==> src/verilog/tco_pkg.sv <==
// Register map, field layout and fixed counter limits of the timer output control.
// Assumes a 32-bit AXI4-Lite register bus with byte addresses.
package tco_pkg;

	// ****************************************************************
	// Register offsets
	// ****************************************************************
	localparam int ADDR_W = 8;
	localparam logic [7:0] OFS_CTRL_A = 8'h80;
	localparam logic [7:0] OFS_CTRL_HI = 8'h84;
	localparam logic [7:0] OFS_CMP_A = 8'h88;
	localparam logic [7:0] OFS_CMP_B = 8'h8C;
	localparam logic [7:0] OFS_CAPT = 8'h90;
	localparam logic [7:0] OFS_CNT = 8'h94;
	localparam logic [7:0] OFS_STS = 8'h98;
	localparam logic [7:0] OFS_CLR = 8'h9C;
	localparam logic [7:0] OFS_IEN = 8'hA0;
	localparam logic [7:0] OFS_PIN = 8'hA4;

	// ****************************************************************
	// Field positions
	// ****************************************************************
	localparam int CTL_COMA_LSB = 6;
	localparam int CTL_COMB_LSB = 4;
	localparam int CTL_WGM_LSB = 0;
	localparam int HI_WGM_LSB = 0;
	localparam int PIN_DIR_LSB = 0;
	localparam int PIN_DAT_LSB = 2;
	localparam int STS_OVF = 0;
	localparam int STS_CMA = 1;
	localparam int STS_CMB = 2;

	// ****************************************************************
	// Counter limits, output modes, bus answers
	// ****************************************************************
	localparam logic [15:0] TOP_MAX = 16'hFFFF;
	localparam logic [15:0] TOP_8 = 16'h00FF;
	localparam logic [15:0] TOP_9 = 16'h01FF;
	localparam logic [15:0] TOP_10 = 16'h03FF;
	localparam logic [15:0] BOTTOM = 16'h0000;
	localparam logic [1:0] COM_OFF = 2'h0;
	localparam logic [1:0] COM_TGL = 2'h1;
	localparam logic [1:0] COM_CLR = 2'h2;
	localparam logic [1:0] COM_SET = 2'h3;
	localparam logic [1:0] RESP_OKAY = 2'h0;
	localparam logic [1:0] RESP_SLVERR = 2'h2;

	typedef enum logic [1:0] {
		KIND_NORM = 2'b00,
		KIND_FAST = 2'b01,
		KIND_DUAL = 2'b10
	} tco_kind_t;

endpackage : tco_pkg

==> src/verilog/tco_timer_output.sv <==
// 16-bit timer with two compare channels and waveform pin control.
// Assumes count_tick is a one-cycle enable from a prescaler on aclk.
`timescale 1ns/1ps
module tco_timer_output
	import tco_pkg::*;
#(
	parameter int CNT_W = 16
) (
	input wire logic aclk,
	input wire logic aresetn,
	input wire logic count_tick,
	input wire logic [ADDR_W-1:0] s_axi_awaddr,
	input wire logic s_axi_awvalid,
	output logic s_axi_awready,
	input wire logic [31:0] s_axi_wdata,
	input wire logic [3:0] s_axi_wstrb,
	input wire logic s_axi_wvalid,
	output logic s_axi_wready,
	output logic [1:0] s_axi_bresp,
	output logic s_axi_bvalid,
	input wire logic s_axi_bready,
	input wire logic [ADDR_W-1:0] s_axi_araddr,
	input wire logic s_axi_arvalid,
	output logic s_axi_arready,
	output logic [31:0] s_axi_rdata,
	output logic [1:0] s_axi_rresp,
	output logic s_axi_rvalid,
	input wire logic s_axi_rready,
	input wire logic chan_a_wave_pin_in,
	output logic chan_a_wave_pin_level,
	output logic chan_a_wave_pin_drive,
	input wire logic chan_b_wave_pin_in,
	output logic chan_b_wave_pin_level,
	output logic chan_b_wave_pin_drive,
	output logic irq
);

	if (CNT_W != 16) begin : g_bad_width
		$error("CNT_W must be 16");
	end

	typedef struct packed {
		logic [1:0][1:0] com;
		logic [3:0] wgm;
		logic [1:0][CNT_W-1:0] cbuf;
		logic [1:0][CNT_W-1:0] cmp;
		logic [CNT_W-1:0] capt;
		logic [CNT_W-1:0] cnt;
		logic down;
		logic [1:0] wave;
		logic [2:0] sts;
		logic [2:0] ien;
		logic [1:0] dir;
		logic [1:0] pdat;
		logic [1:0] ps1;
		logic [1:0] ps2;
		logic bvalid;
		logic [1:0] bresp;
		logic rvalid;
		logic [1:0] rresp;
		logic [31:0] rdata;
	} tco_state_t;

	tco_state_t st_ff;
	tco_state_t nxt_st;
	tco_kind_t kind;
	logic [CNT_W-1:0] top;
	logic pfc;
	logic at_top;
	logic at_bot;
	logic upd;
	logic wr_go;
	logic rd_go;
	logic [2:0] ev;
	logic [2:0] clr;
	logic [1:0] match;
	logic [1:0] tgl_ok;
	logic [1:0] conn;
	logic [1:0] pin_lvl;

	function automatic logic [CNT_W-1:0] wr16(
		input logic [CNT_W-1:0] old,
		input logic [31:0] d,
		input logic [3:0] s
	);
		wr16 = old;
		if (s[0]) wr16[7:0] = d[7:0];
		if (s[1]) wr16[15:8] = d[15:8];
	endfunction : wr16

	// ****************************************************************
	// Mode decode
	// ****************************************************************
	always_comb begin
		unique case (st_ff.wgm)
			4'h5, 4'h6, 4'h7, 4'hE, 4'hF: kind = KIND_FAST;
			4'h1, 4'h2, 4'h3, 4'h8, 4'h9, 4'hA, 4'hB: kind = KIND_DUAL;
			default: kind = KIND_NORM;
		endcase
	end

	always_comb begin
		unique case (st_ff.wgm)
			4'h1, 4'h5: top = TOP_8;
			4'h2, 4'h6: top = TOP_9;
			4'h3, 4'h7: top = TOP_10;
			4'h4, 4'h9, 4'hB, 4'hF: top = st_ff.cmp[0];
			4'h8, 4'hA, 4'hC, 4'hE: top = st_ff.capt;
			default: top = TOP_MAX;
		endcase
	end

	assign pfc = (st_ff.wgm == 4'h8) || (st_ff.wgm == 4'h9);
	assign at_top = (st_ff.cnt == top);
	assign at_bot = (st_ff.cnt == BOTTOM);
	assign upd = count_tick && ((kind == KIND_FAST && at_top) ||
		(kind == KIND_DUAL && (pfc ? (at_bot && st_ff.down) : (at_top && !st_ff.down))));

	// ****************************************************************
	// Per-channel match and pin connection
	// ****************************************************************
	for (genvar g = 0; g < 2; g++) begin : g_ch
		assign match[g] = count_tick && (st_ff.cnt == st_ff.cmp[g]);
		if (g == 0) begin : g_a
			assign tgl_ok[g] = (kind == KIND_FAST && st_ff.wgm[3:1] == 3'b111) ||
				(kind == KIND_DUAL && st_ff.wgm[3:2] == 2'b10);
		end else begin : g_b
			assign tgl_ok[g] = 1'b0;
		end
		assign conn[g] = (st_ff.com[g] != COM_OFF) &&
			(st_ff.com[g] != COM_TGL || kind == KIND_NORM || tgl_ok[g]);
		assign pin_lvl[g] = conn[g] ? st_ff.wave[g] : st_ff.pdat[g];
	end

	// ****************************************************************
	// Bus handshakes
	// ****************************************************************
	assign wr_go = s_axi_awvalid && s_axi_wvalid && !st_ff.bvalid;
	assign rd_go = s_axi_arvalid && !st_ff.rvalid;
	assign s_axi_awready = wr_go;
	assign s_axi_wready = wr_go;
	assign s_axi_arready = rd_go;

	// ****************************************************************
	// Next state
	// ****************************************************************
	always_comb begin
		nxt_st = st_ff;
		ev = 3'h0;
		clr = 3'h0;
		nxt_st.ps1 = {chan_b_wave_pin_in, chan_a_wave_pin_in};
		nxt_st.ps2 = st_ff.ps1;
		if (st_ff.bvalid && s_axi_bready) nxt_st.bvalid = 1'b0;
		if (st_ff.rvalid && s_axi_rready) nxt_st.rvalid = 1'b0;
		if (wr_go) begin
			nxt_st.bvalid = 1'b1;
			nxt_st.bresp = RESP_OKAY;
			unique case (s_axi_awaddr)
				OFS_CTRL_A: if (s_axi_wstrb[0]) begin
					nxt_st.com[0] = s_axi_wdata[CTL_COMA_LSB +: 2];
					nxt_st.com[1] = s_axi_wdata[CTL_COMB_LSB +: 2];
					nxt_st.wgm[1:0] = s_axi_wdata[CTL_WGM_LSB +: 2];
				end
				OFS_CTRL_HI: if (s_axi_wstrb[0]) begin
					nxt_st.wgm[3:2] = s_axi_wdata[HI_WGM_LSB +: 2];
				end
				OFS_CMP_A: nxt_st.cbuf[0] = wr16(st_ff.cbuf[0], s_axi_wdata, s_axi_wstrb);
				OFS_CMP_B: nxt_st.cbuf[1] = wr16(st_ff.cbuf[1], s_axi_wdata, s_axi_wstrb);
				OFS_CAPT: nxt_st.capt = wr16(st_ff.capt, s_axi_wdata, s_axi_wstrb);
				OFS_CNT, OFS_STS: begin
				end
				OFS_CLR: if (s_axi_wstrb[0]) begin
					clr = s_axi_wdata[2:0];
				end
				OFS_IEN: if (s_axi_wstrb[0]) begin
					nxt_st.ien = s_axi_wdata[2:0];
				end
				OFS_PIN: if (s_axi_wstrb[0]) begin
					nxt_st.dir = s_axi_wdata[PIN_DIR_LSB +: 2];
					nxt_st.pdat = s_axi_wdata[PIN_DAT_LSB +: 2];
				end
				default: nxt_st.bresp = RESP_SLVERR;
			endcase
		end
		if (rd_go) begin
			nxt_st.rvalid = 1'b1;
			nxt_st.rresp = RESP_OKAY;
			nxt_st.rdata = 32'h0000_0000;
			unique case (s_axi_araddr)
				OFS_CTRL_A: nxt_st.rdata = 32'({st_ff.com[0], st_ff.com[1], 2'b00,
					st_ff.wgm[1:0]});
				OFS_CTRL_HI: nxt_st.rdata = 32'(st_ff.wgm[3:2]);
				OFS_CMP_A: nxt_st.rdata = 32'(st_ff.cbuf[0]);
				OFS_CMP_B: nxt_st.rdata = 32'(st_ff.cbuf[1]);
				OFS_CAPT: nxt_st.rdata = 32'(st_ff.capt);
				OFS_CNT: nxt_st.rdata = 32'(st_ff.cnt);
				OFS_STS: nxt_st.rdata = 32'(st_ff.sts);
				OFS_CLR: nxt_st.rdata = 32'h0000_0000;
				OFS_IEN: nxt_st.rdata = 32'(st_ff.ien);
				OFS_PIN: nxt_st.rdata = 32'({st_ff.ps2, st_ff.pdat, st_ff.dir});
				default: nxt_st.rresp = RESP_SLVERR;
			endcase
		end

		// Counter
		if (count_tick) begin
			unique case (kind)
				KIND_DUAL: begin
					if (!st_ff.down) begin
						if (!at_top) begin
							nxt_st.cnt = st_ff.cnt + 1'b1;
						end else if (top != BOTTOM) begin
							nxt_st.down = 1'b1;
							nxt_st.cnt = st_ff.cnt - 1'b1;
						end
					end else if (at_bot) begin
						nxt_st.down = 1'b0;
						if (top != BOTTOM) nxt_st.cnt = st_ff.cnt + 1'b1;
					end else begin
						nxt_st.cnt = st_ff.cnt - 1'b1;
					end
					ev[STS_OVF] = at_bot && st_ff.down;
				end
				KIND_FAST: begin
					nxt_st.down = 1'b0;
					nxt_st.cnt = at_top ? BOTTOM : st_ff.cnt + 1'b1;
					ev[STS_OVF] = at_top;
				end
				default: begin
					nxt_st.down = 1'b0;
					nxt_st.cnt = at_top ? BOTTOM : st_ff.cnt + 1'b1;
					ev[STS_OVF] = (st_ff.cnt == TOP_MAX);
				end
			endcase
		end
		ev[STS_CMA] = match[0];
		ev[STS_CMB] = match[1];
		nxt_st.sts = (st_ff.sts & ~clr) | ev;

		// Compare buffers and waveforms
		for (int c = 0; c < 2; c++) begin
			if (upd) nxt_st.cmp[c] = st_ff.cbuf[c];
			if (kind == KIND_NORM) nxt_st.cmp[c] = nxt_st.cbuf[c];
			if (st_ff.com[c] == COM_TGL) begin
				if (match[c] && (kind == KIND_NORM || tgl_ok[c])) begin
					nxt_st.wave[c] = ~st_ff.wave[c];
				end
			end else if (st_ff.com[c][1]) begin
				unique case (kind)
					KIND_FAST: begin
						if (count_tick && at_top) begin
							nxt_st.wave[c] = ~st_ff.com[c][0];
						end else if (match[c] && st_ff.cmp[c] != top) begin
							nxt_st.wave[c] = st_ff.com[c][0];
						end
					end
					KIND_DUAL: if (match[c]) begin
						nxt_st.wave[c] = st_ff.down ^ st_ff.com[c][0];
					end
					default: if (match[c]) begin
						nxt_st.wave[c] = st_ff.com[c][0];
					end
				endcase
			end
		end
	end

	always_ff @(posedge aclk) begin
		if (!aresetn) begin
			st_ff <= '0;
		end else begin
			st_ff <= nxt_st;
		end
	end

	// ****************************************************************
	// Outputs
	// ****************************************************************
	assign s_axi_bvalid = st_ff.bvalid;
	assign s_axi_bresp = st_ff.bresp;
	assign s_axi_rvalid = st_ff.rvalid;
	assign s_axi_rresp = st_ff.rresp;
	assign s_axi_rdata = st_ff.rdata;
	assign chan_a_wave_pin_level = pin_lvl[0];
	assign chan_b_wave_pin_level = pin_lvl[1];
	assign chan_a_wave_pin_drive = st_ff.dir[0];
	assign chan_b_wave_pin_drive = st_ff.dir[1];
	assign irq = |(st_ff.sts & st_ff.ien);
endmodule : tco_timer_output

==> config.mk <==
export PLATFORM = sky130hd
export DESIGN_NAME = tco_timer_output
export DESIGN_NICKNAME = d
export VERILOG_FILES = /design/src/verilog/tco_pkg.sv /design/src/verilog/tco_timer_output.sv
export SDC_FILE = /design/constraint.sdc
export NUM_CORES = 1
export LEC_CHECK = 0
export ABC_AREA = 0
export BUFFER_PORTS_ARGS = -buffer_cell sky130_fd_sc_hd__buf_4
export CAP_MARGIN = 5
export CORE_MARGIN = 2
export CORE_UTILIZATION = 39
export DETAILED_ROUTE_END_ITERATION = 10
export PLACE_DENSITY = 0.59
export RECOVER_POWER = 100
export SLEW_MARGIN = 20
export SYNTH_ARGS = -nofsm -noshare
export SYNTH_HDL_FRONTEND = slang
export SYNTH_SLANG_ARGS = --single-unit
==> constraint.sdc <==
create_clock -name aclk -period 7.3 [get_ports aclk]
set_clock_uncertainty 0.15 [all_clocks]
set_input_delay 1.095 -clock aclk [delete_from_list [all_inputs] [get_ports aclk]]
set_output_delay 1.095 -clock aclk [all_outputs]
set_load 0.05 [all_outputs]
### After elaboration in Yosys (flattened, before gate mapping)

Memory sizes are Yosys's and may differ from the RTL's.
Cells that the tools add are included.

* ROM bits: 32
* output and inout port bits: 46
* memories: 1
* register bits after elaboration: 159

* reductions and logical operators: 60
* muxes and demuxes: 52
* eq/ne operators: 56
* bitwise gates (word level): 10
* $add $sub $neg: 2

Memory list
* (name not given): depth 16, bits a word 2, read ports 1, clocked after Yosys merged registers in 0, wr ports 0, line tco_timer_output.sv:95 `unique case (st_ff.wgm)`

Operators with widths (number)
* 8-bit == test, second input constant: 20
* 16-bit 2-to-1 mux: 10
* 16-bit case mux with 9 select lines: 1
* 16-bit case mux with 5 select lines: 1
* 17-bit 2-to-1 mux: 3
* 16-bit == test: 3
* 35-bit 2-to-1 mux: 1
* 32-bit 2-to-1 mux: 1
* 8-bit 2-to-1 mux: 4
* 16-bit != test: 2
* 4-bit == test, second input constant: 7
* 1-bit 2-to-1 mux: 22
* 1-bit logical AND: 21
* 3-bit AND reduction: 7
* 10-bit OR reduction: 2
* 16-bit by 1-bit adder with 16-bit output, second input constant: 1
* 16-bit == test, second input constant: 1
* 4-bit by 3-bit == test with 1-bit output, second input constant: 4
* 16-bit logical NOT: 1
* 16-bit nonzero test: 1
* 16-bit by 1-bit subtractor with 16-bit output, second input constant: 1
* 2-bit nonzero test: 7
* 3-bit 2-to-1 mux: 4
* 5-bit AND reduction: 2
* other kinds (23): 53

### Logic depth before layout (Yosys ltp)

* word-level depth: 11
* gate-level depth with buffers: 19
* depth with buffers taken out: 13

### Worst setup path before layout

OpenSTA, ideal clock, no wires.

* path kind: reg2out
* from: register st_ff[154] (netlist name)
* to: output chan_a_wave_pin_level
* setup slack: 3091 ps
* arrival: 2964 ps
* path buffers: 6
* required time: 6055 ps
* cell stages (with the launch flop): 17
* path through: dfxtp_1 -> buf_6 -> buf_2 -> buf_2 -> buf_2 -> buf_2 -> buf_1 -> nor2_1 -> o21ai_0 -> inv_1 -> ha_1 -> nand2_1 -> nand2_1 -> a21oi_1 -> nor2b_1 -> nor2_1 -> mux2_2

* longest elaborated chain between the ends: 7

Ends and longest elaborated chain
* from (decl): line tco_timer_output.sv:64 `tco_state_t st_ff;`
* from (signal assigned): line tco_timer_output.sv:272 `st_ff <= nxt_st;`
* memory 16 x 2 bit
* 2-bit by 1-bit == test with 1-bit output / 2-bit == test (equally long branches): line tco_timer_output.sv:125, tco_timer_output.sv:126
* 1-bit logical AND (on tied branches): line tco_timer_output.sv:125, tco_timer_output.sv:126
* 1-bit logical OR: line tco_timer_output.sv:125 `assign tgl_ok[g] = (kind == KIND_FAST && st_ff.wgm[3:1] == 3'b111) ||`
* 1-bit logical OR *: line tco_timer_output.sv:131 `(st_ff.com[g] != COM_TGL || kind == KIND_NORM || tgl_ok[g]);`
* 1-bit logical AND *: line tco_timer_output.sv:130 `assign conn[g] = (st_ff.com[g] != COM_OFF) &&`
* 1-bit 2-to-1 mux *: line tco_timer_output.sv:132 `assign pin_lvl[g] = conn[g] ? st_ff.wave[g] : st_ff.pdat[g];`
* to (decl): line tco_timer_output.sv:30 `output logic chan_a_wave_pin_level,`

Mark *: on every way between the ends. The rest lies on a longest branch, timed or not.

### Worst setup path after layout

Ends and elaborated chain as after synthesis.

==> results.py <==
metrics = {
    "cts": {
        "max-clock-path-buffers": 2,
        "clk_latency_ps": 430,
        "cts-root-buf": "clkbuf_16",
        "cts.clk_slew.worst_paths_ps": 70,
        "clock-sinks": 141,
        "numCtsBuffers": 17,
        "ctsHoldBuffers": 0,
        "cts_resized": 0,
        "htree_levels": 4,
        "postCtsSetupBuffers": 0,
        "cts_tree": "done",
    },
    "critical_path": {
        "cp-start-kind": "flop",
        "path_delay_family": "adder cells",
        "critPathCaptureType": "primary output",
        "arrival_ps": 4460,
        "cpMaxStageDelayCell": "ha_1",
        "crit_fanout": 38,
        "crit_buf_inv": 2,
        "cp.required_ps": 6050,
        "setup.worst_path.class": "reg2out",
        "max_stage_delay_ps": 1200,
        "path_cells": "buf_4, nor2_1, o21ai_0, ha_1, a21oi_1, nor2b_1, nor2_1, mux2_2, buf_4",
    },
    "floorplan": {
        "rows": 57,
        "core-area_um2": 24110,
        "initial_core_util_pct": 39.46,
        "fp.dieH_um": 160.2,
        "dieWidth_um": 160.2,
        "dieArea_um2": 25660,
        "ios": 108,
    },
    "logic_synthesis": {
        "ys_types": 78,
        "synth-edff-count": 0,
        "ys_seq_elements": 141,
        "synth_top_area_cell": "dfxtp_1",
        "synthCells": 1196,
        "avgSynthCellArea_um2": 7.954,
        "synth_top_cell_area_share_pct": 29.67,
        "netlist_area_um2": 9513,
        "async_reset_ff_share_pct": 0,
        "synth_ff_type": "dfxtp_1",
        "yosysSeqAreaShare_pct": 29.67,
        "yosys_warnings": 0,
        "synth_area_leaders": "dfxtp_1, mux2i_1, nor2_1",
    },
    "grt": {
        "grt_max_degree": 87,
        "antenna_found_initial": 0,
        "first_global_vias": 8604,
        "grt_overflow": 0,
        "grt_pass1_wl_um": 49600,
        "grtUsageTotal_pct": 24.50,
    },
    "detailed_routing": {
        "via_count": 9181,
        "drtIter0Drc": 1062,
        "vias_per_cell": 6.036,
        "drc": 0,
        "dr.pass1.iters": 6,
        "wl_um": 31640,
        "antenna_left": 0,
        "wl_per_cell_um": 20.80,
    },
    "sta": {
        "fin_crit_ps": 5706,
        "hold_violations": 0,
        "worst_slew_pin_slew_ps": 1827,
        "setup_viol": 0,
        "timing.final.crit_share_pct": 78.16,
        "finalWorstSetupSlack_ps": 1594,
        "rsz0062_at_grt": "no",
        "max_freq_mhz": 175.3,
        "slew_violations": 129,
        "fin_setup_tns_ps": 0,
        "slew_headroom_pct": -21.77,
    },
    "power": {
        "max-vdd-ir-drop_mv": 0.1423,
        "finalPower_uw": 1760,
        "power_density_nw_per_um2": 170.7,
        "leakage_uw": 0.003979,
    },
    "layout": {
        "final_cell_count_no_fill": 1521,
        "nets": 1252,
        "fin_area_um2": 10310,
        "diodes": 0,
        "drive_above_1_share_pct": 10.03,
        "n_fill_cell": 2536,
        "syn2layout_area_growth_pct": 8.405,
    },
    "placement": {
        "place_ws_ps": 2347,
        "gp_congestion": 1.001,
        "io_buffers": 71,
        "dp_hpwl_um": 22520,
        "placed_cell_area_um2": 9942,
        "place_inst": 1489,
    },
    "run": {
        "drv_cap": 2,
    },
    "status": {
        "status": "finished with violations",
        "violations": "max-capacitance violations, max-slew violations",
    },
    "min_path": {
        "hold_class": "reg2reg",
    },
}
-- sequential cells by signal (all words and copies together) (netlist names) --
| name | flops |
|---|---|
| st_ff | 117 |
| nxt_st | 2 |
| s_axi_bresp | 1 |
| s_axi_rdata | 16 |
| s_axi_bvalid | 1 |
| s_axi_rresp | 1 |
| s_axi_rvalid | 1 |
| chan_a_wave_pin_drive | 1 |
| chan_b_wave_pin_drive | 1 |
-- synth_stat cells, types with 4 or more instances --
| cell type | number |
|---|---|
| and2_1 | 5 |
| o211ai_1 | 13 |
| buf_4 | 42 |
| buf_6 | 4 |
| o221ai_1 | 6 |
| buf_2 | 21 |
| nor2_1 | 139 |
| nor2b_1 | 6 |
| nand4_1 | 12 |
| o31ai_1 | 5 |
| a211oi_1 | 37 |
| a222oi_1 | 7 |
| a221oi_1 | 7 |
| a311oi_1 | 10 |
| xnor2_1 | 40 |
| dfxtp_1 | 141 |
| nand2b_1 | 26 |
| a211oi_2 | 24 |
| or3_1 | 13 |
| o21ai_1 | 9 |
| o32a_1 | 4 |
| clkbuf_1 | 69 |
| mux2i_1 | 81 |
| and3_1 | 37 |
| a22oi_1 | 37 |
| inv_1 | 43 |
| xor2_1 | 19 |
| nor4_1 | 10 |
| o22ai_1 | 10 |
| or4b_1 | 4 |
| o2111ai_1 | 4 |
| a31oi_1 | 11 |
| a21oi_1 | 48 |
| nor3_1 | 34 |
| ha_1 | 6 |
| or4_1 | 4 |
| o21ai_0 | 49 |
| nand3_1 | 31 |
| nand2_1 | 68 |
| a221o_1 | 6 |
-- final timing paths --
| kind | startpoint | endpoint | slack, ps | depth (start not counted) |
|---|---|---|---|---|
| max | st_ff[154] | chan_a_wave_pin_level | 1590 | 9 |
| min | nxt_st[38] | st_ff[38] | 290 | 1 |
| max reg2reg | st_ff[154] | st_ff[63] | 1600 | 11 |
| min reg2reg | nxt_st[38] | st_ff[38] | 290 | 1 |
-- routing by layer --
metal / wire, um / vias up / global-route usage (%)
met5: 0 / - / 0
met4: 898 / 0 / 8.968
met3: 2458 / 68 / 3.688
met2: 14050 / 416 / 38.25
met1: 14230 / 4409 / 34.28
li1: - / 4288 / -
-- cell usage in the layout, fill, tap and decap left out, types with 17 or more instances in the layout --
master and count:
dfxtp_1 141, nor2_1 139, mux2i_1 81, nand2_1 69
buf_4 62, o21ai_0 53, a21oi_1 48, a211oi_1 48
inv_1 43, xnor2_1 40, and3_1 37, a22oi_1 37
nor3_1 34, nand3_1 31, clkbuf_1 28, nand2b_1 26
xor2_1 19, conb_1 18, clkbuf_16 17
-- where the power goes --
group	internal [uW]	switching (uW)
Combinational	38.5	101
Clock	462	379
Sequential	774	5.66
-- metrics by stage --
stage          utilization (%)  hold slack, ps
6_report                 42.78           290.2
3_3_place_gp             41.24           272.1
5_1_grt                  42.78           312.8
2_1_floorplan                -           261.9
4_1_cts                  43.57           288.5
3_5_place_dp             41.24           278.8
-- worst reg2reg max path, stage by stage, from the launching register on --
cell	delay (ps)
dfxtp_1	700
buf_4	430
or4b_1	540
a21oi_1	500
or3_1	200
o2111ai_1	160
or3_1	370
or4_1	730
o21ai_0	280
a31o_1	720
or2_0	570
o21ai_0	190
-- layout make-up --
cell class	count	area (um^2)	share of cell area [%]
multi-input cells	889	5778	56.03
flip-flops and latches	141	2823	27.37
repair buffers	91	579.3	5.618
clock buffers	20	456.7	4.429
well taps	324	405.4	3.931
inverters	44	166.4	1.614
clock inverters	12	103.9	1.007
-- logic make-up after synthesis --
kind of cell               after synthesis  share of synthesized area (%)
and+or+nand+nor                        404                          20.91
AOI/OAI and AO/OA                      318                          24.69
buffers and inverters                  183                          9.470
DFF                                    141                          29.67
muxes                                   84                          8.996
xor gates and xnor gates                59                          5.432
adders and majority gates                6                         0.7891
other                                    1                        0.03942
Note: power is estimated with default switching activity, not from simulation.
